===== src/rtl/ssp_pkg.sv =====
// shared constants and types for the serial station port block
package ssp_pkg;

  localparam int PORTS = 2;

  // --------------------------------------------------------------
  // register map (byte addresses, port 1 at base plus stride)
  // --------------------------------------------------------------
  localparam logic [7:0] OFF_ADDR    = 8'h00;
  localparam logic [7:0] OFF_CTRL    = 8'h04;
  localparam logic [7:0] OFF_BAUD    = 8'h08;
  localparam logic [7:0] OFF_TIME    = 8'h0C;
  localparam logic [7:0] PORT_STRIDE = 8'h20;
  localparam logic [7:0] OFF_STAT    = 8'h40;
  localparam logic [7:0] OFF_MASK    = 8'h44;
  localparam logic [7:0] OFF_ACTV    = 8'h48;

  // --------------------------------------------------------------
  // field positions
  // --------------------------------------------------------------
  localparam int CTRL_PWR     = 0;
  localparam int CTRL_MST     = 1;
  localparam int CTRL_RTU     = 2;
  localparam int CTRL_DB_LO   = 4;
  localparam int CTRL_PAR_LO  = 6;
  localparam int CTRL_STOP2   = 8;
  localparam int BAUD_CUST    = 4;
  localparam int BAUD_RATE_LO = 16;
  localparam int TIME_TMO_LO  = 16;
  localparam int STAT_STRIDE  = 8;

  // --------------------------------------------------------------
  // limits and reset values
  // --------------------------------------------------------------
  localparam logic [7:0]  STN_BCAST    = 8'h00;
  localparam logic [7:0]  STN_MIN      = 8'h01;
  localparam logic [7:0]  STN_MAX      = 8'hFE;
  localparam logic [7:0]  STN_RST      = 8'h01;
  localparam logic [12:0] CUST_MIN     = 13'h0001;
  localparam logic [12:0] CUST_MAX     = 13'h1388;
  localparam logic [12:0] CUST_RST     = 13'h0060;
  localparam logic [3:0]  BAUD_IDX_RST = 4'h4;
  localparam logic [11:0] MS_MAX       = 12'hBB8;
  localparam logic [11:0] REPLY_RST    = 12'h000;
  localparam logic [11:0] TMO_RST      = 12'h0C8;
  localparam logic [1:0]  DBITS_RST    = 2'h2;
  localparam logic [1:0]  PAR_RST      = 2'h2;

  // --------------------------------------------------------------
  // timing
  // --------------------------------------------------------------
  localparam int CLK_NS    = 40;
  localparam int MS_NS     = 1000000;
  localparam int MS_CYCLES = MS_NS / CLK_NS;

  // --------------------------------------------------------------
  // types
  // --------------------------------------------------------------
  typedef struct packed {
    logic [7:0]  station;
    logic        start_pwr;
    logic        master;
    logic        rtu;
    logic [1:0]  data_code;
    logic [1:0]  parity;
    logic        stop2;
    logic [3:0]  baud_idx;
    logic        baud_custom;
    logic [12:0] custom_rate;
    logic [11:0] reply_ms;
    logic [11:0] tmo_ms;
  } ssp_cfg_type;

  typedef struct packed {
    logic       valid;
    logic [7:0] addr;
  } ssp_frame_type;

  typedef struct packed {
    logic tmo;
    logic reply;
    logic discard;
    logic bcast;
    logic accept;
  } ssp_evt_type;

  typedef enum logic [2:0] {
    RI_ADDR, RI_CTRL, RI_BAUD, RI_TIME, RI_STAT, RI_MASK, RI_ACTV, RI_NONE
  } ssp_reg_type;

  typedef struct packed {
    ssp_reg_type rsel;
    logic        port;
  } ssp_sel_type;

endpackage


===== src/rtl/ssp_top.sv =====
// two serial station ports with apb configuration and interrupt
//
// Decided for this implementation: the address map and the APB slave port.
`timescale 1ns/1ns
// Operation
// - two independent ports, each with its own full configuration set.
// - each port holds station address 1..254, default 1, answers to it as slave.
// - a frame to station zero is a broadcast for every slave.
// - a slave accepts station-zero frames whatever its own address.
// - stop-to-run option, default, starts port on run entry.
// - power-on option starts port right after power-up.
// - baud from list, default 9600, or custom 1..5000 x0.1kbps.
// - framing defaults seven data bits, even parity, one stop, ascii.
// - reply waits configurable 0..3000 ms, default 0.
// - as requester, raise timeout after 1..3000 ms, 0 disables it, default 200.
module ssp_top import ssp_pkg::*; #(
  parameter int MS_CYC = MS_CYCLES
) (
  // apb
  input  wire logic                      pclk,
  input  wire logic                      presetn,
  input  wire logic                      psel,
  input  wire logic                      penable,
  input  wire logic                      pwrite,
  input  wire logic [7:0]                paddr,
  input  wire logic [31:0]               pwdata,
  output logic [31:0]                    prdata,
  output logic                           pready,
  output logic                           pslverr,
  // system state
  input  wire logic                      cpu_run,
  // link side per port
  input  wire ssp_frame_type [PORTS-1:0] rx_frame,
  input  wire logic [PORTS-1:0]          req_sent,
  input  wire logic [PORTS-1:0]          resp_rx,
  output logic [PORTS-1:0]               reply_go,
  output logic [PORTS-1:0]               port_active,
  output ssp_cfg_type [PORTS-1:0]        port_cfg,
  // interrupt
  output logic                           irq
);

  localparam int PRE_W = $clog2(MS_CYC + 1);
  localparam logic [PRE_W-1:0] PRE_LAST = PRE_W'(MS_CYC - 1);

  // --------------------------------------------------------------
  // address decode
  // --------------------------------------------------------------
  function automatic ssp_sel_type reg_sel(input logic [7:0] a);
    ssp_sel_type s;
    logic [7:0]  lo;
    s.rsel = RI_NONE;
    s.port = 1'b0;
    lo     = a;
    if (a >= PORT_STRIDE && a < OFF_STAT) begin
      s.port = 1'b1;
      lo     = a - PORT_STRIDE;
    end
    if (a < OFF_STAT) begin
      case (lo)
        OFF_ADDR: s.rsel = RI_ADDR;
        OFF_CTRL: s.rsel = RI_CTRL;
        OFF_BAUD: s.rsel = RI_BAUD;
        OFF_TIME: s.rsel = RI_TIME;
        default:  s.rsel = RI_NONE;
      endcase
    end else begin
      case (a)
        OFF_STAT: s.rsel = RI_STAT;
        OFF_MASK: s.rsel = RI_MASK;
        OFF_ACTV: s.rsel = RI_ACTV;
        default:  s.rsel = RI_NONE;
      endcase
    end
    return s;
  endfunction

  function automatic ssp_cfg_type cfg_reset();
    ssp_cfg_type c;
    c             = '0;
    c.station     = STN_RST;
    c.start_pwr   = 1'b0;
    c.rtu         = 1'b0;
    c.data_code   = DBITS_RST;
    c.parity      = PAR_RST;
    c.stop2       = 1'b0;
    c.baud_idx    = BAUD_IDX_RST;
    c.custom_rate = CUST_RST;
    c.reply_ms    = REPLY_RST;
    c.tmo_ms      = TMO_RST;
    return c;
  endfunction

  localparam ssp_cfg_type CFG_RST = cfg_reset();

  ssp_sel_type                   sel;
  logic                          wr_en;
  logic                          rd_setup;
  ssp_cfg_type [PORTS-1:0]       cfg_ff, nxt_cfg;
  logic [31:0]                   stat_ff, nxt_stat;
  logic [31:0]                   mask_ff, nxt_mask;
  logic [31:0]                   rdata_ff, nxt_rdata;
  logic [31:0]                   stat_set;
  logic [PRE_W-1:0]              pre_ff, nxt_pre;
  logic                          tick_ff, nxt_tick;
  logic                          irq_ff, nxt_irq;
  ssp_evt_type [PORTS-1:0]       evt;

  // --------------------------------------------------------------
  // millisecond tick
  // --------------------------------------------------------------
  always_comb begin
    nxt_tick = (pre_ff == PRE_LAST);
    nxt_pre  = nxt_tick ? '0 : pre_ff + PRE_W'(1);
  end

  always_ff @(posedge pclk or negedge presetn) begin
    if (!presetn) begin
      pre_ff  <= '0;
      tick_ff <= 1'b0;
    end else begin
      pre_ff  <= nxt_pre;
      tick_ff <= nxt_tick;
    end
  end

  // --------------------------------------------------------------
  // register file
  // --------------------------------------------------------------
  always_comb begin
    sel      = reg_sel(paddr);
    wr_en    = psel && penable && pwrite && (sel.rsel != RI_NONE);
    rd_setup = psel && !penable && !pwrite;
    nxt_cfg  = cfg_ff;
    nxt_mask = mask_ff;
    stat_set = '0;
    for (int p = 0; p < PORTS; p++) begin
      stat_set[p*STAT_STRIDE +: 5] = evt[p];
      if (wr_en && sel.port == 1'(p)) begin
        case (sel.rsel)
          RI_ADDR: begin
            // out-of-range and zero addresses are refused
            if (pwdata[7:0] >= STN_MIN
                && pwdata[7:0] <= STN_MAX) begin
              nxt_cfg[p].station = pwdata[7:0];
            end
          end
          RI_CTRL: begin
            nxt_cfg[p].start_pwr = pwdata[CTRL_PWR];
            nxt_cfg[p].master    = pwdata[CTRL_MST];
            nxt_cfg[p].rtu       = pwdata[CTRL_RTU];
            nxt_cfg[p].data_code = pwdata[CTRL_DB_LO +: 2];
            nxt_cfg[p].parity    = pwdata[CTRL_PAR_LO +: 2];
            nxt_cfg[p].stop2     = pwdata[CTRL_STOP2];
          end
          RI_BAUD: begin
            nxt_cfg[p].baud_idx    = pwdata[3:0];
            nxt_cfg[p].baud_custom = pwdata[BAUD_CUST];
            if (pwdata[BAUD_RATE_LO +: 13] >= CUST_MIN
                && pwdata[BAUD_RATE_LO +: 13] <= CUST_MAX) begin
              nxt_cfg[p].custom_rate = pwdata[BAUD_RATE_LO +: 13];
            end
          end
          RI_TIME: begin
            if (pwdata[11:0] <= MS_MAX) begin
              nxt_cfg[p].reply_ms = pwdata[11:0];
            end
            if (pwdata[TIME_TMO_LO +: 12] <= MS_MAX) begin
              nxt_cfg[p].tmo_ms = pwdata[TIME_TMO_LO +: 12];
            end
          end
          default: nxt_cfg[p] = cfg_ff[p];
        endcase
      end
    end
    if (wr_en && sel.rsel == RI_MASK) begin
      nxt_mask = pwdata;
    end
    // hardware set wins over a same-cycle write-one clear
    nxt_stat = stat_ff;
    if (wr_en && sel.rsel == RI_STAT) begin
      nxt_stat = stat_ff & ~pwdata;
    end
    nxt_stat = nxt_stat | stat_set;
    nxt_irq  = |(nxt_stat & nxt_mask);
    nxt_rdata = rdata_ff;
    if (rd_setup) begin
      nxt_rdata = '0;
      case (sel.rsel)
        RI_ADDR: nxt_rdata[7:0] = cfg_ff[sel.port].station;
        RI_CTRL: begin
          nxt_rdata[CTRL_PWR]         = cfg_ff[sel.port].start_pwr;
          nxt_rdata[CTRL_MST]         = cfg_ff[sel.port].master;
          nxt_rdata[CTRL_RTU]         = cfg_ff[sel.port].rtu;
          nxt_rdata[CTRL_DB_LO +: 2]  = cfg_ff[sel.port].data_code;
          nxt_rdata[CTRL_PAR_LO +: 2] = cfg_ff[sel.port].parity;
          nxt_rdata[CTRL_STOP2]       = cfg_ff[sel.port].stop2;
        end
        RI_BAUD: begin
          nxt_rdata[3:0]                = cfg_ff[sel.port].baud_idx;
          nxt_rdata[BAUD_CUST]          = cfg_ff[sel.port].baud_custom;
          nxt_rdata[BAUD_RATE_LO +: 13] = cfg_ff[sel.port].custom_rate;
        end
        RI_TIME: begin
          nxt_rdata[11:0]              = cfg_ff[sel.port].reply_ms;
          nxt_rdata[TIME_TMO_LO +: 12] = cfg_ff[sel.port].tmo_ms;
        end
        RI_STAT: nxt_rdata = stat_ff;
        RI_MASK: nxt_rdata = mask_ff;
        RI_ACTV: nxt_rdata[PORTS-1:0] = port_active;
        default: nxt_rdata = '0;
      endcase
    end
  end

  always_ff @(posedge pclk or negedge presetn) begin
    if (!presetn) begin
      for (int p = 0; p < PORTS; p++) begin
        cfg_ff[p] <= CFG_RST;
      end
      stat_ff  <= '0;
      mask_ff  <= '0;
      rdata_ff <= '0;
      irq_ff   <= 1'b0;
    end else begin
      cfg_ff   <= nxt_cfg;
      stat_ff  <= nxt_stat;
      mask_ff  <= nxt_mask;
      rdata_ff <= nxt_rdata;
      irq_ff   <= nxt_irq;
    end
  end

  assign prdata   = rdata_ff;
  assign pready   = 1'b1;
  assign pslverr  = psel && penable && (sel.rsel == RI_NONE);
  assign irq      = irq_ff;
  assign port_cfg = cfg_ff;

  // --------------------------------------------------------------
  // port instances
  // --------------------------------------------------------------
  for (genvar g = 0; g < PORTS; g++) begin : g_port
    ssp_port u_port (
      .clk      (pclk),
      .rst_n    (presetn),
      .cfg      (cfg_ff[g]),
      .cpu_run  (cpu_run),
      .ms_tick  (tick_ff),
      .frame    (rx_frame[g]),
      .req_sent (req_sent[g]),
      .resp_rx  (resp_rx[g]),
      .active   (port_active[g]),
      .reply_go (reply_go[g]),
      .evt      (evt[g])
    );
  end
endmodule


===== src/rtl/ssp_port.sv =====
// per-port station filter, start control, reply delay and timeout
`timescale 1ns/1ns
module ssp_port import ssp_pkg::*; (
  // clock and reset
  input  wire logic          clk,
  input  wire logic          rst_n,
  // configuration and system state
  input  wire ssp_cfg_type   cfg,
  input  wire logic          cpu_run,
  input  wire logic          ms_tick,
  // link side
  input  wire ssp_frame_type frame,
  input  wire logic          req_sent,
  input  wire logic          resp_rx,
  // results
  output logic               active,
  output logic               reply_go,
  output ssp_evt_type        evt
);

  typedef enum logic {RS_IDLE, RS_WAIT} ssp_rs_type;

  ssp_rs_type  rs_ff,      nxt_rs;
  logic        run_prev_ff, nxt_run_prev;
  logic        active_ff,  nxt_active;
  logic [11:0] rep_cnt_ff, nxt_rep_cnt;
  logic        tmo_run_ff, nxt_tmo_run;
  logic [11:0] tmo_cnt_ff, nxt_tmo_cnt;
  logic        reply_ff,   nxt_reply;
  ssp_evt_type evt_ff,     nxt_evt;
  logic        listen;
  logic        hit_own;
  logic        hit_bc;

  always_comb begin
    listen  = frame.valid && active_ff && !cfg.master;
    hit_own = listen && (frame.addr == cfg.station);
    hit_bc  = listen && (frame.addr == STN_BCAST);
    nxt_run_prev = cpu_run;
    // latch start on power-on option or stop to run edge
    nxt_active = active_ff || cfg.start_pwr
                 || (cpu_run && !run_prev_ff);
    nxt_evt         = '0;
    nxt_evt.accept  = hit_own;
    nxt_evt.bcast   = hit_bc;
    nxt_evt.discard = listen && !hit_own && !hit_bc;
    nxt_rs      = rs_ff;
    nxt_rep_cnt = rep_cnt_ff;
    nxt_reply   = 1'b0;
    case (rs_ff)
      RS_IDLE: begin
        // broadcast never enters the reply path
        if (hit_own) begin
          nxt_rs      = RS_WAIT;
          nxt_rep_cnt = '0;
        end
      end
      RS_WAIT: begin
        if (rep_cnt_ff >= cfg.reply_ms) begin
          nxt_reply = 1'b1;
          nxt_rs    = RS_IDLE;
        end else if (ms_tick) begin
          nxt_rep_cnt = rep_cnt_ff + 12'h001;
        end
      end
      default: nxt_rs = RS_IDLE;
    endcase
    nxt_evt.reply = nxt_reply;
    nxt_tmo_run = tmo_run_ff;
    nxt_tmo_cnt = tmo_cnt_ff;
    if (!active_ff || !cfg.master) begin
      nxt_tmo_run = 1'b0;
    end else if (req_sent) begin
      nxt_tmo_run = 1'b1;
      nxt_tmo_cnt = '0;
    end else if (tmo_run_ff) begin
      if (resp_rx) begin
        nxt_tmo_run = 1'b0;
      end else if (cfg.tmo_ms != 12'h000
                   && tmo_cnt_ff >= cfg.tmo_ms) begin
        nxt_tmo_run = 1'b0;
        nxt_evt.tmo = 1'b1;
      end else if (ms_tick) begin
        nxt_tmo_cnt = tmo_cnt_ff + 12'h001;
      end
    end
  end

  always_ff @(posedge clk or negedge rst_n) begin
    if (!rst_n) begin
      rs_ff       <= RS_IDLE;
      run_prev_ff <= 1'b0;
      active_ff   <= 1'b0;
      rep_cnt_ff  <= '0;
      tmo_run_ff  <= 1'b0;
      tmo_cnt_ff  <= '0;
      reply_ff    <= 1'b0;
      evt_ff      <= '0;
    end else begin
      rs_ff       <= nxt_rs;
      run_prev_ff <= nxt_run_prev;
      active_ff   <= nxt_active;
      rep_cnt_ff  <= nxt_rep_cnt;
      tmo_run_ff  <= nxt_tmo_run;
      tmo_cnt_ff  <= nxt_tmo_cnt;
      reply_ff    <= nxt_reply;
      evt_ff      <= nxt_evt;
    end
  end

  assign active   = active_ff;
  assign reply_go = reply_ff;
  assign evt      = evt_ff;
endmodule


===== config.mk =====
export PLATFORM = sky130hd
export DESIGN_NAME = ssp_top
export DESIGN_NICKNAME = d
export VERILOG_FILES = /design/src/rtl/ssp_pkg.sv /design/src/rtl/ssp_top.sv /design/src/rtl/ssp_port.sv
export SDC_FILE = /design/constraint.sdc
export NUM_CORES = 1
export LEC_CHECK = 0
export ABC_AREA = 1
export BUFFER_PORTS_ARGS = -buffer_cell sky130_fd_sc_hd__buf_2
export CAP_MARGIN = 20
export CORE_ASPECT_RATIO = 1.75
export CORE_MARGIN = 8
export CORE_UTILIZATION = 25
export DETAILED_ROUTE_END_ITERATION = 8
export PLACE_DENSITY = 0.39
export SYNTH_ARGS = -nofsm -noshare
export SYNTH_HDL_FRONTEND = slang
export SYNTH_SLANG_ARGS = --single-unit

===== constraint.sdc =====
create_clock -name pclk -period 4.1 [get_ports pclk]
set_clock_uncertainty 0.1 [all_clocks]
set_input_delay 0.615 -clock pclk [delete_from_list [all_inputs] [get_ports pclk]]
set_output_delay 0.615 -clock pclk [all_outputs]
set_load 0.02 [all_outputs]

==> results of run 1 <==
[metal layers]
layer | GRT usage (%) | up-vias
met4 | 7.26 | 4
met2 | 34.5 | 342
met5 | 0 | -
met3 | 3.39 | 101
met1 | 19.1 | 6942
li1 | - | 7008
[what timing repair did]
item / in CTS / in global routing
hold endpoints to repair: 11 / 0
hold buffers: 1 / 0
gates resized for setup: 0 / 0
endpoints found under the setup margin: 0 / 0
[cell type report]
class | instances | area, sq um
timing repair buffer | 248 | 1350
sequential | 294 | 7380
fill | 6769 | 43200
tap | 799 | 1000
clock buffer | 47 | 992
clock inverter | 14 | 190
antenna | 2 | 5.00
multi-input combinational | 1434 | 7160
inverter | 210 | 788
[synthesized netlist by cell type (2+ instances only)]
library cell,number
nand2_1,679
dfrtp_1,276
inv_1,206
o21ai_0,145
nor2_1,98
o21ai_1,74
nand3_1,70
nand4_1,65
a21oi_1,55
ha_1,55
nor3_1,35
clkbuf_1,34
buf_2,30
xor2_1,30
nor4_1,19
o31ai_1,19
dfstp_2,18
or2_2,12
a22o_1,9
xnor2_1,9
buf_4,8
nand3b_1,8
nor2_2,6
nand3_2,5
o2111ai_1,5
buf_1,4
o21a_1,4
and3_1,3
inv_2,3
nand2_2,3
nor3b_1,3
o211ai_1,3
o221ai_1,3
a31oi_1,2
and3b_1,2
nor3_2,2
o21bai_1,2
[cell families after synthesis]
kind of cell | synth area share, %
adder cells (fa/ha/maj) | 4.39
flip-flops | 47.1
AO/OA/AOI/OAI | 11.4
XOR/XNOR | 2.18
AND/OR/NAND/NOR | 27.6
other | 0.0239
buffers and inverters | 7.29
[state kept, by name (all words and copies together) (netlist names)]
register and count:
g_port.u_port.active 2, g_port.u_port.evt 8, g_port.u_port.rep_cnt_ff 24, g_port.u_port.reply_go 2, g_port.u_port.rs_ff 2, g_port.u_port.run_prev_ff 1
g_port.u_port.tmo_cnt_ff 24, g_port.u_port.tmo_run_ff 2, irq 1, mask_ff 32, port_cfg 116, prdata 32
pre_ff 15, stat_ff 32, tick_ff 1
[critical path, cell delays in order]
cell,delay [ns]
buf_2,0.10
inv_1,0.10
ha_1,0.30
inv_1,0.05
o21ai_0,0.14
nand2_1,0.07
nor2_1,0.11
nand2_2,0.10
nand2_4,0.15
buf_4,0.38
nor2_1,0.07
buf_2,0.17
[per-stage QoR]
stage | worst slack (ns) | hold WS (ns) | cell area (sq um)
floorplan | 1.49 | 0.219 | 15700
global placement | 0.763 | 0.342 | 17600
detailed placement | 0.786 | 0.337 | 17600
CTS | 0.967 | 0.0477 | 18800
finish | 0.978 | 0.0815 | 18900
global route | 0.833 | 0.0568 | 18900
[worst paths after layout]
| kind | from | endpoint | slack (ns) | cells after the start |
|---|---|---|---|---|
| max | paddr[5] | pslverr | 0.98 | 12 |
| min | cpu_run | g_port[1].u_port.run_prev_ff | 0.08 | 1 |
| max reg2reg | port_cfg[61] | g_port[1].u_port.tmo_cnt_ff[1] | 1.19 | 11 |
| min reg2reg | prdata[28] | prdata[28] | 0.38 | 2 |
| max in group asynchronous | presetn | g_port[1].u_port.tmo_cnt_ff[10] | 2.43 | 3 |
| min in group asynchronous | presetn | port_cfg[91] | 0.39 | 2 |
[power by group]
group | total [mW] | switching (mW) | internal [mW]
Sequential | 2.93 | 0.0173 | 2.92
Clock | 3.31 | 1.35 | 1.96
Combinational | 0.339 | 0.259 | 0.0799
==> results.sh, run 1 <==
export IMPL_wl_met3_um=2920
export IMPL_route_detailed_wl_per_inst_um=21.3
export IMPL_io_buffers=221
export IMPL_grt_max_degree=139
export IMPL_clock_fmax_mhz=320
export IMPL_syn_num_nets=2137
export IMPL_min_period_ns=3.12
export IMPL_hold_path_class="primary input to flop"
export IMPL_crit_path_end_kind="primary output"
export IMPL_cts_num_sinks=294
export IMPL_vias=14400
export IMPL_post_synth_top_area_fraction_pct=44.1
export IMPL_coreArea_sq_um=62100
export IMPL_route_met2_wl_um=35400
export IMPL_cts_buffer_depth=3
export IMPL_drc=0
export IMPL_gr_usage_all_layers_pct=18.1
export IMPL_clk_latency_ns=0.56
export IMPL_worstPathArrival_ns=2.41
export IMPL_final_cell_mix="678 x nand2_1, 276 x dfrtp_1, 220 x buf_2, 206 x inv_1, 145 x o21ai_0"
export IMPL_top_layer_used="met5"
export IMPL_cp_start_kind="primary input"
export IMPL_outcome="finished clean"
export IMPL_die_y_um=347
export IMPL_nNetsFinal=2346
export IMPL_first_global_vias=14900
export IMPL_synth_main_ff_cell="dfrtp_1"
export IMPL_start_util_pct=25.2
export IMPL_required_ns=3.38
export IMPL_numCtsBuffers=35
export IMPL_setup_viol=0
export IMPL_post_cts_buffers=0
export IMPL_final_period_utilization_pct=76.2
export IMPL_layout_commonest_cell="nand2_1"
export IMPL_dr_pass1_iters=5
export IMPL_syn_cell_area_sq_um=15700
export IMPL_rows=121
export IMPL_slew_viol_final=0
export IMPL_overflow=0
export IMPL_wl_met1_um=24100
export IMPL_final_core_util_pct=30.4
export IMPL_synth_edff_count=0
export IMPL_drive_gt1_share_pct=16.0
export IMPL_cts_tree="yes"
export IMPL_ys_top_cells_by_area="dfrtp_1 44%, nand2_1 16%, inv_1 4.9%"
export IMPL_synth_cells=2014
export IMPL_ys_ff_latch=294
export IMPL_power_density_nw_per_um2=349
export IMPL_p_leak_nw=9.30
export IMPL_timing_hold_violations_final=0
export IMPL_root_buffer="clkbuf_16"
export IMPL_cts_clk_slew_worst_paths_ns=0.06
export IMPL_antenna_left=0
export IMPL_crit_type="primary input to primary output"
export IMPL_rsz0062_at_grt="false"
export IMPL_drt_initial_drc_count=837
export IMPL_synth_cell_types=47
export IMPL_dieArea_sq_um=71200
export IMPL_area_growth_pct=20.5
export IMPL_antenna_found_initial=8
export IMPL_vias_per_cell=4.72
export IMPL_grt_first_pass_wirelength_um=97100
export IMPL_dp_cells=2983
export IMPL_ys_seq_area_share_pct=47.1
export IMPL_worst_pin_slew_ns=0.871
export IMPL_htree_num_levels=2
export IMPL_ios=223
export IMPL_worst_path_max_fanout=27
export IMPL_finalSetupTns_ns=0
export IMPL_gp_congestion=0.867
export IMPL_routed_wl_um=65000
export IMPL_synth_warning_count=0
export IMPL_synth_top_area_cell="dfrtp_1"
export IMPL_synthArstFlopShare_pct=100
export IMPL_finish_cell_count_without_fillers=3048
export IMPL_irDropWorstVdd_mv=0.228
export IMPL_die_x_um=205
export IMPL_finalPower_mw=6.58
export IMPL_slew_headroom_pct=41.9
export IMPL_place_hpwl_um=49800
export IMPL_post_synth_cell_area_avg_sq_um=7.78
export IMPL_maxCapViolCount=0
(Power assumes the default switching activity.)
==> run 2: changes to the inputs <==
--- a/config.mk
+++ b/config.mk
@@ -5,7 +5,7 @@
 export SDC_FILE = /design/constraint.sdc
 export NUM_CORES = 1
 export LEC_CHECK = 0
-export ABC_AREA = 1
+export ABC_AREA = 0
 export BUFFER_PORTS_ARGS = -buffer_cell sky130_fd_sc_hd__buf_2
 export CAP_MARGIN = 20
 export CORE_ASPECT_RATIO = 1.75
==> constraint.sdc (replaced) <==
create_clock -name pclk -period 2.95 [get_ports pclk]
set_clock_uncertainty 0.1 [all_clocks]
set_input_delay 0.4425 -clock pclk [delete_from_list [all_inputs] [get_ports pclk]]
set_output_delay 0.4425 -clock pclk [all_outputs]
set_load 0.02 [all_outputs]
==> results.sh, run 2 <==
export IMPL_io_buffers=221
export IMPL_dp_cells=2562
export IMPL_irDropWorstVdd_mv=0.259
export IMPL_root_buffer="clkbuf_16"
export IMPL_area_growth_pct=29.4
export IMPL_die_x_um=203
export IMPL_ys_seq_area_share_pct=48.5
export IMPL_r2r_cells=11
export IMPL_ios=223
export IMPL_cts_clk_slew_worst_paths_ns=0.06
export IMPL_r2r_slack_ns=0.14
export IMPL_rsz0062_at_grt="true"
export IMPL_finalSetupTns_ns=0
export IMPL_hp_start="pwdata[31]"
export IMPL_dieArea_sq_um=69400
export IMPL_setup_slack_ns=0.0808
export IMPL_routed_wl_um=64600
export IMPL_start_util_pct=25.3
export IMPL_place_ws_ns=-0.529
export IMPL_synth_most_common_cell="dfrtp_1"
export IMPL_ys_ff_latch=294
export IMPL_drc=0
export IMPL_cts_num_sinks=294
export IMPL_fin_area_sq_um=19700
export IMPL_cts_tree="yes"
export IMPL_holdPathStages=2
export IMPL_vias=12900
export IMPL_required_ns=2.41
export IMPL_yosys_top_cells_count="276 x dfrtp_1, 189 x nand2_1, 152 x mux2_2"
export IMPL_synth_warning_count=0
export IMPL_synth_main_ff_cell="dfrtp_1"
export IMPL_setup_viol=0
export IMPL_layout_commonest_cell="dfrtp_1"
export IMPL_maxCapViolCount=0
export IMPL_route_detailed_wl_per_inst_um=24.6
export IMPL_placed_area_sq_um=18400
export IMPL_coreArea_sq_um=60200
export IMPL_synth_edff_count=0
export IMPL_drive_gt1_share_pct=35.5
export IMPL_place_hpwl_um=51100
export IMPL_crit_start="paddr[6]"
export IMPL_grt_max_degree=82
export IMPL_synth_top_area_cell="dfrtp_1"
export IMPL_holdPathEnd="stat_ff[31]"
export IMPL_crit_type="primary input to primary output"
export IMPL_fill_cells=6305
export IMPL_hold_path_class="primary input to flop"
export IMPL_htree_num_levels=2
export IMPL_rows=119
export IMPL_vias_per_cell=4.90
export IMPL_r2r_start="port_cfg[6]"
export IMPL_outcome="finished clean"
export IMPL_p_leak_nw=9.40
export IMPL_worstPathArrival_ns=2.33
export IMPL_antenna_left=0
export IMPL_crit_path_end_kind="primary output"
export IMPL_first_global_vias=13900
export IMPL_clk_latency_ns=0.54
export IMPL_syn_cell_area_sq_um=15200
export IMPL_gr_usage_all_layers_pct=18.4
export IMPL_die_y_um=342
export IMPL_largest_reg_flops=116
export IMPL_reg2reg_to="g_port[0].u_port.tmo_cnt_ff[8]"
export IMPL_cts_buffer_depth=3
export IMPL_overflow=0
export IMPL_nNetsFinal=1942
export IMPL_post_synth_top_area_fraction_pct=45.4
export IMPL_hold_slack_ns=0.0528
export IMPL_drt_initial_drc_count=734
export IMPL_finish_cell_count_without_fillers=2631
export IMPL_syn_num_nets=1592
export IMPL_cp_start_kind="primary input"
export IMPL_antenna_found_initial=2
export IMPL_worst_path_max_fanout=4
export IMPL_clock_fmax_mhz=349
export IMPL_numCtsBuffers=34
export IMPL_grt_first_pass_wirelength_um=95100
export IMPL_final_period_utilization_pct=97.3
export IMPL_synth_cells=1469
export IMPL_min_period_ns=2.87
export IMPL_synthArstFlopShare_pct=100
export IMPL_slew_headroom_pct=45.3
export IMPL_dr_pass1_iters=5
export IMPL_ys_top_cells_by_area="dfrtp_1 45%, mux2_2 11%, nand2_1 4.7%"
export IMPL_synth_cell_types=74
export IMPL_gp_congestion=0.872
export IMPL_final_cell_mix="276 x dfrtp_1, 219 x buf_2, 189 x nand2_1, 149 x mux2_2, 149 x buf_4"
export IMPL_slew_viol_final=0
export IMPL_worst_pin_slew_ns=0.818
export IMPL_power_density_nw_per_um2=459
export IMPL_post_synth_cell_area_avg_sq_um=10.4
export IMPL_timing_hold_violations_final=0
## run 2: changes by cell type after synthesis, moves of 20 or more
cell      change
a21boi_0     +20
inv_1       -140
mux2_2      +152
nand2_1     -490
nand3_1      -36
nand4_1      -43
o21ai_0      -93
o21ai_1      -74
## run 2: final cells by class
type                       instances  area [sq um]  share of cell area (%)
antenna                            2          5.00                  0.0254
clock buffer                      49          1010                    5.13
clock inverter                    11           110                   0.559
inverter                          66           248                    1.26
multi-input combinational       1034          7380                    37.5
sequential                       294          7380                    37.5
tap                              786           983                    4.99
timing repair buffer             389          2580                    13.1
## run 2: critical path: stages
cell and delay, ns:
buf_2 0.10, buf_6 0.12, inv_1 0.06, ha_1 0.27, nand2b_1 0.08, a2111oi_4 0.48
o21ai_2 0.11, buf_4 0.15, buf_4 0.12, o211a_1 0.26, buf_6 0.14
## run 2: how the worst max path moves through the flow
stage                     slack, ns  cells past startpoint  endpoint
after CTS                      0.03                     11   pslverr
after global placement        -0.55                     10       irq
after detailed placement      -0.53                     10       irq
after global routing         -0.005                     11   pslverr
after floorplan               -0.22                      9       irq
final                          0.08                     11   pslverr
## run 2: stage by stage
| stage | util (%) | power (mW) |
|---|---|---|
| CTS | 32.6 | 9.19 |
| global placement | 30.7 | 4.73 |
| finish | 32.8 | 9.04 |
| floorplan | - | 4.35 |
| global route | 32.7 | 9.37 |
| detailed placement | 30.7 | 4.74 |
## run 2: metal layers
layer	track usage [%]	routed length (um)	up-vias
met2	35.3	35400	309
li1	-	-	5994
met3	3.03	2930	85
met4	7.33	2420	0
met1	19.5	23900	6514
met5	0	0	-
## run 2: cells by family after synthesis
group / synth area share [%]
AOI/OAI and AO/OA: 13.1
xor gates and xnor gates: 2.42
adders and majority gates: 4.52
buffers and inverters: 3.85
DFF: 48.5
muxes: 12.6
other: 0.0246
and+or+nand+nor: 15.0
## run 2: report_power, final
group	switching (mW)	internal, mW	leakage, nW	total [mW]
clock network	1.81	2.56	0.550	4.37
registers	0.0268	4.07	3.96	4.10
logic	0.385	0.176	4.90	0.561
## run 2: repair_timing
action | 4_1_cts | 5_1_grt
buffers inserted | 1 | 4
setup endpoints to repair | 2 | 16
gates resized for setup | 2 | 22
pin swaps | 2 | 5
hold endpoints to repair | 62 | 0
cloned | 0 | 0
hold buffers | 2 | 0
